[src/logic/ssf_pkg.sv]
// Package: register map, field layout and shared types of the serial flag block
//==============================================================================
// Summary of operation
// (RULE1) In buffered operation the transmit-empty flag is 1 while the single transmit buffer is empty, 0 while full.
// (RULE2) Without FIFO or DMA, software clears the transmit-empty flag by reading status with it set, then writing data.
// (RULE3) In buffered operation without DMA a data write is dropped unless status was read before with the transmit-empty flag set.
// (RULE4) With transmit DMA enabled the transmit-empty flag clears when the DMA done pulse arrives, in either operation.
// (RULE5) A write to an idle interface moves to the shifter at once and the flag is set again within two bus cycles.
// (RULE6) In buffered operation a finished shift pulls the queued word into the shifter and sets the flag.
// (RULE7) If nothing is queued when a shift finishes, the flag stays set and nothing moves into the shifter.
// (RULE8) In FIFO operation the transmit-empty flag shows the whole FIFO and is 1 only while the FIFO is empty.
// (RULE9) In FIFO operation without DMA any data write into the FIFO clears the flag, no status read needed.
// (RULE10) In FIFO operation on an idle interface the first word goes to the shifter, a second write clears the flag.
// (RULE11) In FIFO operation queued words follow each finished shift; the flag sets only once the FIFO has drained.
// (RULE12) The mode-fault flag sets on a low select input only with master on, fault detect on, select output off.
// (RULE13) Software clears the mode-fault flag by reading it as 1 and then writing the first control register.
// (RULE14) The receive-match flag reads 1 when the received word equals the match value.
// (RULE15) The match flag sets only once the receive-full flag is 1; software clears it by read-while-set, then write 1.
`default_nettype none

package ssf_pkg;
  //============================================================================
  // Bus geometry and register byte offsets
  localparam int SSF_ADDR_W = 8;
  localparam logic [7:0] SSF_OFF_STATUS = 8'h00;
  localparam logic [7:0] SSF_OFF_CTRL1 = 8'h04;
  localparam logic [7:0] SSF_OFF_CTRL2 = 8'h08;
  localparam logic [7:0] SSF_OFF_DATA = 8'h0C;
  localparam logic [7:0] SSF_OFF_MATCH = 8'h10;

  //============================================================================
  // Field positions
  localparam int SSF_C1_MASTER_BIT = 4;
  localparam int SSF_C1_SELECT_OUTPUT_ENABLE_BIT = 1;
  localparam int SSF_C2_FAULT_EN_BIT = 4;
  localparam int SSF_C2_DMA_EN_BIT = 2;
  localparam int SSF_C2_FIFO_BIT = 0;
  localparam int SSF_ST_MATCH_BIT = 6;

  //============================================================================
  // Reset values and implemented-bit masks
  localparam logic [7:0] SSF_STATUS_RST = 8'h20;
  localparam logic [7:0] SSF_CTRL1_RST = 8'h00;
  localparam logic [7:0] SSF_CTRL2_RST = 8'h00;
  localparam logic [7:0] SSF_CTRL1_MASK = 8'h12;
  localparam logic [7:0] SSF_CTRL2_MASK = 8'h15;

  //============================================================================
  // Timing and bus answers
  localparam int SSF_TXE_SET_CYCLES = 2;
  localparam logic [1:0] SSF_RESP_OKAY = 2'h0;
  localparam logic [1:0] SSF_RESP_SLVERR = 2'h2;

  //============================================================================
  // Types
  typedef enum logic {SSF_IDLE, SSF_SHIFT} ssf_shift_e;

  typedef struct packed {
    logic rx_full;
    logic match;
    logic tx_empty;
    logic mode_fault;
    logic [3:0] rsvd;
  } ssf_status_s;

  typedef struct packed {
    logic sclk;
    logic miso;
    logic ss_n;
  } ssf_pins_s;
endpackage : ssf_pkg

`default_nettype wire

[src/logic/ssf_spi_status_flags.sv]
// Module: transmit/receive status flags, transmit queue and shifter behind an AXI4-Lite slave
`default_nettype none

module ssf_spi_status_flags #(
  parameter int DATA_W = 16,
  parameter int FIFO_DEPTH = 4
) (
  // Clock and reset
  input wire logic mclk,
  input wire logic resetn,
  // AXI4-Lite write address and data
  input wire logic [ssf_pkg::SSF_ADDR_W-1:0] s_axi_awaddr,
  input wire logic s_axi_awvalid,
  output logic s_axi_awready,
  input wire logic [31:0] s_axi_wdata,
  input wire logic [3:0] s_axi_wstrb,
  input wire logic s_axi_wvalid,
  output logic s_axi_wready,
  // AXI4-Lite write response
  output logic [1:0] s_axi_bresp,
  output logic s_axi_bvalid,
  input wire logic s_axi_bready,
  // AXI4-Lite read
  input wire logic [ssf_pkg::SSF_ADDR_W-1:0] s_axi_araddr,
  input wire logic s_axi_arvalid,
  output logic s_axi_arready,
  output logic [31:0] s_axi_rdata,
  output logic [1:0] s_axi_rresp,
  output logic s_axi_rvalid,
  input wire logic s_axi_rready,
  // Serial link pins
  input wire logic sclk_in,
  input wire logic miso_in,
  input wire logic ss_in_n,
  output logic mosi,
  // Transmit DMA handshake
  input wire logic tx_dma_done,
  output logic tx_dma_request
);
  localparam int PTR_W = $clog2(FIFO_DEPTH);
  localparam int CNT_W = $clog2(FIFO_DEPTH + 1);
  localparam int BC_W = $clog2(DATA_W);

  //============================================================================
  // Elaboration checks
  if (FIFO_DEPTH < 2 || (FIFO_DEPTH & (FIFO_DEPTH - 1)) != 0)
  begin : g_bad_depth
    $error("FIFO_DEPTH must be a power of two of at least 2");
  end
  if (DATA_W < 2 || DATA_W > 16)
  begin : g_bad_width
    $error("DATA_W must lie between 2 and 16");
  end

  //============================================================================
  // State
  ssf_pkg::ssf_status_s status_r;
  logic [7:0] ctrl1_r;
  logic [7:0] ctrl2_r;
  logic [DATA_W-1:0] match_r;
  logic [DATA_W-1:0] rx_buf_r;
  logic [DATA_W-1:0] fifo_mem [FIFO_DEPTH];
  logic [PTR_W-1:0] wptr_r;
  logic [PTR_W-1:0] rptr_r;
  logic [CNT_W-1:0] count_r;
  logic [DATA_W-1:0] shift_r;
  logic [BC_W-1:0] bit_cnt_r;
  ssf_pkg::ssf_shift_e state_r;
  logic txe_armed_r;
  logic mode_fault_flag_armed_r;
  logic match_armed_r;
  logic rx_new_r;
  logic aw_hold_r;
  logic w_hold_r;
  logic [ssf_pkg::SSF_ADDR_W-1:0] wr_addr_r;
  logic [31:0] wr_data_r;
  logic [3:0] wr_strb_r;
  ssf_pkg::ssf_pins_s sync1_r;
  ssf_pkg::ssf_pins_s sync2_r;
  ssf_pkg::ssf_pins_s sync3_r;
  ssf_pkg::ssf_pins_s pin_st_r;
  ssf_pkg::ssf_pins_s pin_st_d_r;

  //============================================================================
  // Pin synchroniser: a level counts once stages two and three agree
  ssf_pkg::ssf_pins_s pin_raw;
  ssf_pkg::ssf_pins_s pin_st_nxt;
  wire logic sclk_rise;
  wire logic sclk_fall;
  assign pin_raw = {sclk_in, miso_in, ss_in_n};
  assign pin_st_nxt = (sync2_r & ~(sync2_r ^ sync3_r)) | (pin_st_r & (sync2_r ^ sync3_r));
  assign sclk_rise = pin_st_r.sclk & ~pin_st_d_r.sclk;
  assign sclk_fall = ~pin_st_r.sclk & pin_st_d_r.sclk;

  // Select and link clock reset to their idle high: no fake fault, no false edge after reset
  always_ff @(posedge mclk or negedge resetn)
  begin
    if (!resetn)
    begin
      sync1_r <= 3'h5;
      sync2_r <= 3'h5;
      sync3_r <= 3'h5;
      pin_st_r <= 3'h5;
      pin_st_d_r <= 3'h5;
    end
    else
    begin
      sync1_r <= pin_raw;
      sync2_r <= sync1_r;
      sync3_r <= sync2_r;
      pin_st_r <= pin_st_nxt;
      pin_st_d_r <= pin_st_r;
    end
  end

  //============================================================================
  // AXI4-Lite handshake decode
  wire logic aw_take;
  wire logic w_take;
  wire logic wr_fire;
  wire logic ar_take;
  wire logic aw_hold_nxt;
  wire logic w_hold_nxt;
  wire logic bvalid_nxt;
  wire logic rvalid_nxt;
  assign aw_take = s_axi_awvalid & s_axi_awready;
  assign w_take = s_axi_wvalid & s_axi_wready;
  assign wr_fire = aw_hold_r & w_hold_r & ~s_axi_bvalid;
  assign aw_hold_nxt = (aw_hold_r | aw_take) & ~wr_fire;
  assign w_hold_nxt = (w_hold_r | w_take) & ~wr_fire;
  assign bvalid_nxt = wr_fire | (s_axi_bvalid & ~s_axi_bready);
  assign ar_take = s_axi_arvalid & s_axi_arready;
  assign rvalid_nxt = ar_take | (s_axi_rvalid & ~s_axi_rready);

  // Register selects by word address
  wire logic wr_hit_status;
  wire logic wr_hit_ctrl1;
  wire logic wr_hit_ctrl2;
  wire logic wr_hit_data;
  wire logic wr_hit_match;
  wire logic wr_mapped;
  wire logic wr_lo;
  assign wr_hit_status = wr_addr_r[7:2] == ssf_pkg::SSF_OFF_STATUS[7:2];
  assign wr_hit_ctrl1 = wr_addr_r[7:2] == ssf_pkg::SSF_OFF_CTRL1[7:2];
  assign wr_hit_ctrl2 = wr_addr_r[7:2] == ssf_pkg::SSF_OFF_CTRL2[7:2];
  assign wr_hit_data = wr_addr_r[7:2] == ssf_pkg::SSF_OFF_DATA[7:2];
  assign wr_hit_match = wr_addr_r[7:2] == ssf_pkg::SSF_OFF_MATCH[7:2];
  assign wr_mapped = wr_hit_status | wr_hit_ctrl1 | wr_hit_ctrl2 | wr_hit_data | wr_hit_match;
  assign wr_lo = wr_fire & wr_strb_r[0];

  wire logic rd_hit_status;
  wire logic rd_hit_ctrl1;
  wire logic rd_hit_ctrl2;
  wire logic rd_hit_data;
  wire logic rd_hit_match;
  wire logic rd_mapped;
  wire logic [31:0] rd_word;
  assign rd_hit_status = s_axi_araddr[7:2] == ssf_pkg::SSF_OFF_STATUS[7:2];
  assign rd_hit_ctrl1 = s_axi_araddr[7:2] == ssf_pkg::SSF_OFF_CTRL1[7:2];
  assign rd_hit_ctrl2 = s_axi_araddr[7:2] == ssf_pkg::SSF_OFF_CTRL2[7:2];
  assign rd_hit_data = s_axi_araddr[7:2] == ssf_pkg::SSF_OFF_DATA[7:2];
  assign rd_hit_match = s_axi_araddr[7:2] == ssf_pkg::SSF_OFF_MATCH[7:2];
  assign rd_mapped = rd_hit_status | rd_hit_ctrl1 | rd_hit_ctrl2 | rd_hit_data | rd_hit_match;
  assign rd_word = rd_hit_status ? {24'h000000, status_r} :
                   rd_hit_ctrl1 ? {24'h000000, ctrl1_r} :
                   rd_hit_ctrl2 ? {24'h000000, ctrl2_r} :
                   rd_hit_data ? {{(32 - DATA_W){1'b0}}, rx_buf_r} :
                   rd_hit_match ? {{(32 - DATA_W){1'b0}}, match_r} : 32'h00000000;

  // Bus channels; one write and one read in flight at a time
  always_ff @(posedge mclk or negedge resetn)
  begin
    if (!resetn)
    begin
      aw_hold_r <= 1'b0;
      w_hold_r <= 1'b0;
      wr_addr_r <= 8'h00;
      wr_data_r <= 32'h00000000;
      wr_strb_r <= 4'h0;
      s_axi_awready <= 1'b0;
      s_axi_wready <= 1'b0;
      s_axi_bvalid <= 1'b0;
      s_axi_bresp <= 2'h0;
      s_axi_arready <= 1'b0;
      s_axi_rvalid <= 1'b0;
      s_axi_rdata <= 32'h00000000;
      s_axi_rresp <= 2'h0;
    end
    else
    begin
      aw_hold_r <= aw_hold_nxt;
      w_hold_r <= w_hold_nxt;
      if (aw_take)
        wr_addr_r <= s_axi_awaddr;
      if (w_take)
      begin
        wr_data_r <= s_axi_wdata;
        wr_strb_r <= s_axi_wstrb;
      end
      s_axi_awready <= ~aw_hold_nxt & ~bvalid_nxt;
      s_axi_wready <= ~w_hold_nxt & ~bvalid_nxt;
      s_axi_bvalid <= bvalid_nxt;
      if (wr_fire)
        s_axi_bresp <= wr_mapped ? ssf_pkg::SSF_RESP_OKAY : ssf_pkg::SSF_RESP_SLVERR;
      s_axi_arready <= ~rvalid_nxt;
      s_axi_rvalid <= rvalid_nxt;
      if (ar_take)
      begin
        s_axi_rdata <= rd_word;
        s_axi_rresp <= rd_mapped ? ssf_pkg::SSF_RESP_OKAY : ssf_pkg::SSF_RESP_SLVERR;
      end
    end
  end

  //============================================================================
  // Control fields
  wire logic master_select;
  wire logic select_output_enable;
  wire logic fault_detect_enable;
  wire logic tx_dma_request_enable;
  wire logic fifo_operation_select;
  assign master_select = ctrl1_r[ssf_pkg::SSF_C1_MASTER_BIT];
  assign select_output_enable = ctrl1_r[ssf_pkg::SSF_C1_SELECT_OUTPUT_ENABLE_BIT];
  assign fault_detect_enable = ctrl2_r[ssf_pkg::SSF_C2_FAULT_EN_BIT];
  assign tx_dma_request_enable = ctrl2_r[ssf_pkg::SSF_C2_DMA_EN_BIT];
  assign fifo_operation_select = ctrl2_r[ssf_pkg::SSF_C2_FIFO_BIT];

  //============================================================================
  // Transmit queue: one slot in buffered operation, the full depth in FIFO operation
  wire logic data_wr;
  wire logic tx_accept;
  wire logic tx_load;
  wire logic [CNT_W-1:0] tx_cap;
  wire logic [CNT_W-1:0] count_nxt;
  wire logic txe_set;
  wire logic txe_clr;
  wire logic status_rd;
  assign data_wr = wr_lo & wr_hit_data;
  assign tx_cap = fifo_operation_select ? CNT_W'(FIFO_DEPTH) : CNT_W'(1);
  // DMA writes carry no status read, so the arm is only demanded of software
  assign tx_accept = data_wr & (count_r < tx_cap) &
                     (fifo_operation_select | tx_dma_request_enable | txe_armed_r); // RULE3
  assign tx_load = (state_r == ssf_pkg::SSF_IDLE) & (count_r != '0); // RULE5 RULE6 RULE7 RULE10
  assign count_nxt = count_r + CNT_W'(tx_accept) - CNT_W'(tx_load);
  // Flag rises only when the last queued word leaves for the shifter
  assign txe_set = tx_load & (count_nxt == '0); // RULE1 RULE8 RULE11
  assign txe_clr = tx_dma_request_enable ? tx_dma_done : tx_accept; // RULE4 RULE9 RULE10
  assign status_rd = ar_take & rd_hit_status;

  always_ff @(posedge mclk or negedge resetn)
  begin
    if (!resetn)
    begin
      wptr_r <= '0;
      rptr_r <= '0;
      count_r <= '0;
    end
    else
    begin
      if (tx_accept)
        wptr_r <= wptr_r + PTR_W'(1);
      if (tx_load)
        rptr_r <= rptr_r + PTR_W'(1);
      count_r <= count_nxt;
    end
  end

  // Storage needs no reset; a slot is read only after it was written
  always_ff @(posedge mclk)
  begin
    if (tx_accept)
      fifo_mem[wptr_r] <= wr_data_r[DATA_W-1:0];
  end

  //============================================================================
  // Shifter: out on falling link clock, in on rising link clock
  wire logic shift_last;
  wire logic shift_done;
  assign shift_last = bit_cnt_r == BC_W'(DATA_W - 1);
  assign shift_done = (state_r == ssf_pkg::SSF_SHIFT) & sclk_rise & shift_last;

  always_ff @(posedge mclk or negedge resetn)
  begin
    if (!resetn)
    begin
      state_r <= ssf_pkg::SSF_IDLE;
      shift_r <= '0;
      bit_cnt_r <= '0;
      mosi <= 1'b0;
      rx_buf_r <= '0;
    end
    else
    begin
      case (state_r)
        ssf_pkg::SSF_IDLE:
        begin
          if (tx_load)
          begin
            shift_r <= fifo_mem[rptr_r];
            mosi <= fifo_mem[rptr_r][DATA_W-1];
            bit_cnt_r <= '0;
            state_r <= ssf_pkg::SSF_SHIFT;
          end
        end
        ssf_pkg::SSF_SHIFT:
        begin
          if (sclk_rise)
          begin
            shift_r <= {shift_r[DATA_W-2:0], pin_st_r.miso};
            bit_cnt_r <= bit_cnt_r + BC_W'(1);
            if (shift_last)
            begin
              rx_buf_r <= {shift_r[DATA_W-2:0], pin_st_r.miso};
              state_r <= ssf_pkg::SSF_IDLE;
            end
          end
          else if (sclk_fall)
            mosi <= shift_r[DATA_W-1];
        end
        default: state_r <= ssf_pkg::SSF_IDLE;
      endcase
    end
  end

  //============================================================================
  // Flag set and clear terms; every set wins over a clear in the same cycle
  wire logic mode_fault_flag_set;
  wire logic mode_fault_flag_clr;
  wire logic match_set;
  wire logic match_clr;
  wire logic rx_clr;
  assign mode_fault_flag_set = master_select & fault_detect_enable & ~select_output_enable & ~pin_st_r.ss_n; // RULE12
  assign mode_fault_flag_clr = mode_fault_flag_armed_r & wr_lo & wr_hit_ctrl1; // RULE13
  assign match_set = rx_new_r & status_r.rx_full & (rx_buf_r == match_r); // RULE14 RULE15
  assign match_clr = match_armed_r & wr_lo & wr_hit_status & wr_data_r[ssf_pkg::SSF_ST_MATCH_BIT]; // RULE15
  assign rx_clr = ar_take & rd_hit_data;

  always_ff @(posedge mclk or negedge resetn)
  begin
    if (!resetn)
    begin
      status_r <= ssf_pkg::SSF_STATUS_RST;
      txe_armed_r <= 1'b0;
      mode_fault_flag_armed_r <= 1'b0;
      match_armed_r <= 1'b0;
      rx_new_r <= 1'b0;
      tx_dma_request <= 1'b0;
    end
    else
    begin
      status_r.tx_empty <= txe_set | (status_r.tx_empty & ~txe_clr);
      status_r.mode_fault <= mode_fault_flag_set | (status_r.mode_fault & ~mode_fault_flag_clr);
      status_r.match <= match_set | (status_r.match & ~match_clr);
      status_r.rx_full <= shift_done | (status_r.rx_full & ~rx_clr);
      status_r.rsvd <= 4'h0;
      rx_new_r <= shift_done;
      txe_armed_r <= (status_rd & status_r.tx_empty) | (txe_armed_r & ~tx_accept); // RULE2 RULE3
      mode_fault_flag_armed_r <= (status_rd & status_r.mode_fault) | (mode_fault_flag_armed_r & ~mode_fault_flag_clr);
      match_armed_r <= (status_rd & status_r.match) | (match_armed_r & ~match_clr);
      tx_dma_request <= tx_dma_request_enable & status_r.tx_empty;
    end
  end

  // Software-owned configuration
  always_ff @(posedge mclk or negedge resetn)
  begin
    if (!resetn)
    begin
      ctrl1_r <= ssf_pkg::SSF_CTRL1_RST;
      ctrl2_r <= ssf_pkg::SSF_CTRL2_RST;
      match_r <= '0;
    end
    else if (wr_lo)
    begin
      if (wr_hit_ctrl1)
        ctrl1_r <= wr_data_r[7:0] & ssf_pkg::SSF_CTRL1_MASK;
      if (wr_hit_ctrl2)
        ctrl2_r <= wr_data_r[7:0] & ssf_pkg::SSF_CTRL2_MASK;
      if (wr_hit_match)
        match_r <= wr_data_r[DATA_W-1:0];
    end
  end
endmodule : ssf_spi_status_flags

`default_nettype wire

[config.mk]
export PLATFORM = sky130hd
export DESIGN_NAME = ssf_spi_status_flags
export DESIGN_NICKNAME = d
export VERILOG_FILES = /design/src/logic/ssf_pkg.sv /design/src/logic/ssf_spi_status_flags.sv
export SDC_FILE = /design/constraint.sdc
export NUM_CORES = 1
export LEC_CHECK = 0
export BUFFER_PORTS_ARGS = -buffer_cell sky130_fd_sc_hd__buf_2
export CORE_MARGIN = 1.5
export CORE_UTILIZATION = 40
export CTS_CLUSTER_DIAMETER = 60
export DETAILED_ROUTE_END_ITERATION = 8
export PLACE_DENSITY_LB_ADDON = 0.15
export SYNTH_ARGS = -nofsm -noshare
export SYNTH_HDL_FRONTEND = slang
export SYNTH_SLANG_ARGS = --single-unit
[constraint.sdc]
create_clock -name mclk -period 7.4 [get_ports mclk]
set_clock_uncertainty 0.2 [all_clocks]
set_input_delay 1.48 -clock mclk [delete_from_list [all_inputs] [get_ports mclk]]
set_output_delay 1.48 -clock mclk [all_outputs]
set_load 0.1 [all_outputs]
# After elaboration in Yosys (flattened, before gate mapping)
# Memories as Yosys holds them, arrays and structs flattened.
# Index checks and enable logic that the tools add are counted.
[totals]
ff_bits = 156
latch_bits = 0
ram_bits = 64
romBits = 0
output_inout_bits = 43
word_cells = 190
mem_count = 1
[classes]
addsub = 5
n_mul = 0
div = 0
magnitude_cmp = 1
eq_ne = 14
shift = 0
muxes = 25
bitwise_logic = 88
n_reduce_logical = 10
[memory_table]
columns = ["name", "words", "word_bits", "rd", "rd_clocked_by_memory_dff", "write_ports", "line_no", "text"]
rows = [
  ["fifo_mem", 4, 16, 1, 0, 1, "ssf_spi_status_flags.sv:62", "logic [DATA_W-1:0] fifo_mem [FIFO_DEPTH];"],
]
[ops]
columns = ["operator", "count"]
rows = [
  ["16-bit two-way mux", 7],
  ["1-bit AND", 44],
  ["16-bit one-hot mux with 2 select lines", 1],
  ["6-bit by 2-bit == test with 1-bit output (second input constant)", 4],
  ["1-bit OR", 21],
  ["1-bit inverter", 18],
  ["16-bit == test", 1],
  ["6-bit by 1-bit == test with 1-bit output (second input constant)", 2],
  ["6-bit by 3-bit == test with 1-bit output (second input constant)", 2],
  ["6-bit zero test", 2],
  ["1-bit two-way mux", 9],
  ["4-bit two-way mux", 2],
  ["4-bit one-hot mux with 2 select lines", 1],
  ["2-bit AND reduction", 4],
  ["3-bit AND", 2],
  ["3-bit AND reduction", 2],
  ["2-bit by 1-bit adder with 2-bit output (second input constant)", 2],
  ["4-bit by 1-bit adder with 4-bit output (second input constant)", 1],
  ["4-bit == test (second input constant)", 1],
  ["2-bit two-way mux", 2],
  ["2-bit by 1-bit inequality test with 1-bit output (second input constant)", 2],
  ["2-bit inequality test (second input constant)", 2],
  ["1-bit one-hot mux with 2 select lines", 2],
  ["3-bit by 1-bit adder with 3-bit output", 1],
  ["8 further kinds", 8],
]

# Longest topological paths before layout
# Gate-level depths: netlist (run 1).
[depth]
depth_word = 11
ltp_mapped = 14

# Worst setup path after synthesis (run 1)
# OpenSTA, ideal clock, no wires.
[synth_path]
path_kind = "register to register"
start = "reg s_axi_bvalid"
end = "reg status_r[5] (netlist bit)"
setup_time_ns = 0.079
arrival_time_ns = 3.136
required_time_ns = 7.121
path_slack_ns = 3.985
stages_incl_launch_ff = 14
n_path_buf = 1
cell_sequence = "dfrtp_1 and3b_1 buf_2 and3b_1 and4bb_4 inv_1 ha_1 inv_1 ha_1 fa_1 xnor2_1 xnor2_1 nor3_1 a22o_1"
[synth_between]
elab_chain_cells = 11
[synth_lines]
columns = ["item", "line_no", "text"]
rows = [
  ["start: declaration", "ssf_spi_status_flags.sv:21", "output logic s_axi_bvalid,"],
  ["start signal: assignment", "ssf_spi_status_flags.sv:202", "s_axi_bvalid <= bvalid_nxt;"],
  ["1-bit inverter", "ssf_spi_status_flags.sv:128", "assign wr_fire = aw_hold_r & w_hold_r & ~s_axi_bvalid;"],
  ["1-bit AND", "ssf_spi_status_flags.sv:128", ""],
  ["1-bit AND", "ssf_spi_status_flags.sv:149", "assign wr_lo = wr_fire & wr_strb_r[0];"],
  ["1-bit AND", "ssf_spi_status_flags.sv:238", "assign data_wr = wr_lo & wr_hit_data;"],
  ["1-bit AND (2 in a row)", "ssf_spi_status_flags.sv:241", "assign tx_accept = data_wr & (count_r < tx_cap) &"],
  ["3-bit by 1-bit adder with 3-bit output", "ssf_spi_status_flags.sv:244", "assign count_nxt = count_r + CNT_W'(tx_accept) - CNT_W'(tx_load);"],
  ["3-bit by 1-bit subtractor with 3-bit output", "ssf_spi_status_flags.sv:244", ""],
  ["named net count_nxt[2]", "ssf_spi_status_flags.sv:234", "wire logic [CNT_W-1:0] count_nxt;"],
  ["3-bit zero test", "ssf_spi_status_flags.sv:246", "assign txe_set = tx_load & (count_nxt == '0);"],
  ["1-bit AND", "ssf_spi_status_flags.sv:246", ""],
  ["1-bit OR", "ssf_spi_status_flags.sv:351", "status_r.tx_empty <= txe_set | (status_r.tx_empty & ~txe_clr);"],
  ["end signal: assignment", "ssf_spi_status_flags.sv:342", "status_r <= ssf_pkg::SSF_STATUS_RST;"],
  ["end: declaration", "ssf_spi_status_flags.sv:57", "ssf_pkg::ssf_status_s status_r;"],
]
# The timed path passes the listed nets, and every way through them passes these cells.
# A chain may end at the register's enable or synchronous reset.

# Worst setup path after layout (run 1)
# Ends and elaborated chain as after synthesis.

==> results of run 1 <==
## cells in the mapped netlist, types with 14 or more instances
cell type    n
edfxtp_1    64
o21ai_0     23
buf_4       24
mux4_2      16
mux2_2      63
a22oi_1     14
nand2_1     29
dfrtp_1    126
nor2_1      26
xor2_1      17
a21oi_1     19
mux2i_1     18
## layout make-up
class	count	area [um^2]	area share [%]
clock inverter	15	181	1.93
sequential	200	5340	56.9
multi-input combinational	326	2720	29.0
timing repair buffer	65	334	3.56
clock buffer	17	425	4.54
tap	270	338	3.60
inverter	12	45.0	0.480
## kinds of logic (layout without fill, tap and decap cells)
| kind of cell | count (synthesis) | count (layout) | share of synthesized area (%) |
|---|---|---|---|
| AOI/OAI and AO/OA | 78 | 78 | 5.98 |
| xor gates and xnor gates | 22 | 22 | 2.33 |
| adders and majority gates | 12 | 12 | 1.81 |
| buffers and inverters | 50 | 109 | 3.55 |
| DFF | 200 | 200 | 64.5 |
| muxes | 97 | 97 | 15.1 |
| other | 1 | 18 | 0.0453 |
| and+or+nand+nor | 99 | 99 | 6.71 |
## power by group
group | internal [uW] | switching, uW | total [uW]
logic | 351 | 424 | 776
clock network | 514 | 438 | 952
registers | 1430 | 311 | 1740
## critical path, delay by kind of cell (launching register included)
kind / cells / cell delay (ns)
and+or+nand+nor: 4 / 1.13
adders and majority gates: 3 / 0.83
DFF: 1 / 0.40
xor gates and xnor gates: 2 / 0.34
AOI/OAI and AO/OA: 1 / 0.23
buffers and inverters: 2 / 0.10
## routing by layer
| metal | part of all wire, % | wire, um |
|---|---|---|
| met5 | 0 | 0 |
| met4 | 1.6 | 254 |
| met3 | 3.9 | 608 |
| met2 | 47 | 7410 |
| met1 | 48 | 7490 |
## sequential cells by signal (all words and copies together), names as in the netlist, 3 cells and up, named ones only
name and flops:
count_r 3, shift_r 16, ctrl2_r 3, s_axi_rdata 16
match_r 16, rx_buf_r 16, sync2_r 3, wr_data_r 16
sync3_r 3, wr_addr_r 6, fifo_mem 64, status_r 4
sync1_r 3, bit_cnt_r 4
## through the flow
step                instances  setup slack, ns  total power [uW]
floorplan                 576             3.99              2310
global placement          873             4.12              2520
detailed placement        873             4.06              2560
CTS                       905             4.05              3510
global route              905             3.88              3660
finish                    905             4.10              3470
## worst paths after layout
path                               from  slack [ns]          end
setup / recovery           s_axi_bvalid        4.10  status_r[5]
hold / removal               sync1_r[1]        0.15   sync2_r[1]
setup reg to reg           s_axi_bvalid        4.10  status_r[5]
hold reg to reg              sync1_r[1]        0.15   sync2_r[1]
max in group asynchronous        resetn        4.83   ctrl2_r[2]
min in group asynchronous        resetn        0.83   ctrl2_r[0]
==> metrics.txt, run 1 <==
Post-DP HPWL=11.0 mm; worst path cell trace=and3b_1 > and3b_1 > and4bb_4 > inv_1 > ha_1 > inv_1 > ha_1 > fa_1 > xnor2_1 > xnor2_1 > nor3_1 > a22o_1; Critical Path Max Stage Delay=0.41 ns; Pre-Repair DR Iteration Count=4; Synth area leaders=dfrtp_1 (38%), edfxtp_1 (23%), mux2_2 (8.6%); Cell Area, Synth=8280 um^2; status=complete, no violations; met1 Resource Use GR=21.6%; Setup crit end kind=flip-flop; post-synthesis sequential area ratio=64.5%; setup violators final=0; maximum vdd drop=0.150 mV; first-pass GRT wire length=26.0 mm; critical path class=reg -> reg; final core utilization=46.2%; Yosys cell types=59; Hold Vio Cnt, Final=0; Reg2Reg Depth=12; Initial Utilization=40.8%; Total Routing Usage GR=15.8%; CTS H-Tree Depth=4; initial antenna violation count=0; CP Launch Type=flip-flop; Final period util=44.6%; Crit path arrival time=3.46 ns; Rows=52; CTS Sinks=200; Synth async-reset ratio=68.0%; main flop type after synthesis=dfrtp_1; setup TNS=0 ns; Worst Max-Slew Pin Slew=1.18 ns; Top Usage Layer GRT=met2; HP Class=reg -> reg; relative slew slack=21.3%; Port Buffers=64; Hold WS=0.151 ns; Synth area leader=dfrtp_1; fill count=1,827; flops & latches, synth=200; DR DRC count=0; CTS root buf=clkbuf_16; Final #Nets=694; average vias per placed instance=5.06; layout cells sized above 1=30.9%; Setup Buffers After CTS=0; Clock Latency Late Sink=0.43 ns; Vias=4,581; slowest CP cell=and3b_1; largest net degree at the start of global routing=73; Placed Area=8770 um^2; Die Ht=147 um; Tmin final=3.30 ns; DRT antenna net count=0; vias in the first global route=4,819; CP max FO=8; EDFF count, synth=64; grt met2 use=25.3%; Max Fclk=303 MHz; Max-Cap Viols=0; DIE WIDTH=147 um; total CTS buffers=17; met3 GRT Util=3.17%; post-synth top area share=38.1%; final instance area=9380 um^2; Worst Path Required=7.56 ns; P&R area growth vs syn=13.3%; P per Cell Area=370 nW/um^2; I/O pins=106; hold depth=0; WL final=15.8 mm; Iteration-0 DRC Markers=213; Core ar.=20,300 um^2; most frequent cells in the layout=dfrtp_1 (126), edfxtp_1 (64), mux2_2 (63), buf_2 (63), nand2_1 (29); Avg Inst Size Synth=14.8 um^2; # diodes=0; die area=21,600 um^2; GP Congestion=0.752; TritonCTS clock tree=built; Yosys warnings=0; most common cell after layout, fill and taps aside=dfrtp_1; RSZ-0062 raised after global routing=false; Reg clk slew, reported paths=0.07 ns; Post-Synthesis Cells=559; CTS Buffer Depth=2; Leak=0.00394 uW; grt ovf=0; DR WL/cell=17.4 um; Hold Buf Count CTS=0; PostCTS Resize Cnt=0; Pins Over Slew Limit=0
No activity file was read; power rests on OpenSTA's default activity.
==> run 2, diff against run 1 <==
==> constraint.sdc (replaced) <==
create_clock -name mclk -period 3.46 [get_ports mclk]
set_clock_uncertainty 0.2 [all_clocks]
set_input_delay 0.692 -clock mclk [delete_from_list [all_inputs] [get_ports mclk]]
set_output_delay 0.692 -clock mclk [all_outputs]
set_load 0.1 [all_outputs]
==> run 2 against run 1 <==
Effect of this change:
- wire length up 2.5%
- first-iteration DRC count up 35%
- sequential share of layout area down 0.56 points
- non-clock buffer count up 13
- maximum frequency up 2.2%
- setup slack worse by 3.9 ns
- design area up 0.99%
- final cell count up 1.4%
- worst hold slack worse by 0.12 ns
- count of clock-buffer cells in the layout up 1
- global-route usage up 0.33 points
- critical path depth up 2
==> metrics.txt, run 2 (synthesis gave the netlist of run 1 again) <==
status=complete, no violations; critical path class=reg -> reg; RSZ-0062 raised after global routing=false; Clock Latency Late Sink=0.43 ns; most flop-heavy register=fifo_mem; HP Class=in -> async; setup violators final=0; critical path's top delay family=adder cells; maximum vdd drop=0.338 mV; Max-Cap Viols=0; DIE WIDTH=147 um; Iteration-0 DRC Markers=287; WL met3=657 um; Worst Max-Slew Pin Slew=0.917 ns; wl on met1=7.72 mm; Final period util=93.3%; Hold Vio Cnt, Final=0; CTS root buf=clkbuf_16; CP Launch Type=flip-flop; slowest CP cell=dfrtp_1; total CTS buffers=17; final instance area=9470 um^2; setup TNS=0 ns; DR DRC count=0; Pre-Repair DR Iteration Count=4; DRT antenna net count=0; relative slew slack=38.7%; Rows=52; Cell Count, Final, Fillers Out=918; initial antenna violation count=0; layout cells sized above 1=32.1%; Leak=0.00400 uW; WL final=16.2 mm; most frequent cells in the layout=dfrtp_1 (126), edfxtp_1 (64), mux2_2 (63), buf_2 (63), nand2_1 (29); Worst Path Required=3.62 ns; Final #Nets=707; P per Cell Area=781 nW/um^2; Pins Over Slew Limit=0; CTS H-Tree Depth=4; DR WL/cell=17.6 um; met2 wire len=7.68 mm; Port Buffers=64; first-pass GRT wire length=26.5 mm; Total Routing Usage GR=16.2%; P&R area growth vs syn=14.4%; TritonCTS clock tree=built; CP bufs+invs=3; grt ovf=0; fill count=1,801; Setup crit end kind=flip-flop; CTS Sinks=200; top layer in use=met4; Critical Path Max Stage Delay=0.41 ns; CP max FO=5; Die Ht=147 um; average vias per placed instance=5.06; I/O pins=106; PostCTS Resize Cnt=0; # diodes=0; placed cells=885; Hold WS=0.0294 ns; Reg clk slew, reported paths=0.07 ns; Tmin final=3.23 ns; max reg flops=64; Post-DP HPWL=11.4 mm; Vias=4,646; Max Fclk=310 MHz; most common cell after layout, fill and taps aside=dfrtp_1; Core ar.=20,300 um^2; Initial Utilization=40.8%; worst path cell trace=inv_1 > ha_1 > o31ai_1 > nand3b_1 > and4bb_4 > inv_1 > ha_1 > inv_1 > ha_1 > fa_1 > xnor2_1 > xnor2_1 > nor3_1 > a22o_1; die area=21,600 um^2; vias in the first global route=4,782; largest net degree at the start of global routing=59; GP Congestion=0.771; Crit path arrival time=3.39 ns; Placed Area=8870 um^2; CTS Buffer Depth=2
[run 2: what timing repair did]
action	CTS	global route
buffers inserted	0	1
hold buffers	0	0
endpoints found under the setup margin	0	1
[run 2: area by class of cell]
class / count / area [um^2] / share of cell area (%)
sequential: 200 / 5340 / 56.4
multi-input combinational: 326 / 2720 / 28.7
timing repair buffer: 78 / 444 / 4.69
clock buffer: 18 / 429 / 4.53
tap: 270 / 338 / 3.57
clock inverter: 14 / 160 / 1.69
inverter: 12 / 45.0 / 0.476
[run 2: metal layers]
layer	GRT usage (%)	vias to the layer above
met5	0	-
met4	4.39	0
met3	3.63	6
met2	25.6	100
met1	22.5	2375
li1	-	2165
[run 2: worst register-to-register path: cells and delay by family, from the launching register on]
family | cells | cell delay [ns]
adders and majority gates | 4 | 1.12
DFF | 1 | 0.41
and+or+nand+nor | 3 | 0.61
xor gates and xnor gates | 2 | 0.37
AOI/OAI and AO/OA | 2 | 0.30
buffers and inverters | 3 | 0.16
[run 2: stage by stage]
| stage | power (uW) | worst slack [ns] | utilization [%] |
|---|---|---|---|
| CTS | 7480 | 0.175 | 46.6 |
| finish | 7390 | 0.232 | 46.6 |
| global route | 7810 | 0.0266 | 46.6 |
| global placement | 5420 | 0.315 | 43.7 |
| floorplan | 4950 | 0.0452 | - |
| detailed placement | 5510 | 0.188 | 43.7 |
[run 2: worst paths after layout]
check | cells after the start | from | endpoint | slack, ns
min reg2reg | 0 | sync1_r[2] | sync2_r[2] | 0.16
max in group asynchronous | 2 | resetn | sync2_r[0] | 2.26
max reg2reg | 14 | ctrl2_r[0] | status_r[5] | 0.23
min in group mclk | 0 | sync1_r[2] | sync2_r[2] | 0.16
max | 14 | ctrl2_r[0] | status_r[5] | 0.23
min | 1 | resetn | bit_cnt_r[0] | 0.03
[run 2: power by group]
part | internal (uW) | switching [uW] | total [uW]
clock network | 1030 | 932 | 1960
logic | 784 | 936 | 1720
registers | 3060 | 654 | 3710
total | 4870 | 2520 | 7390
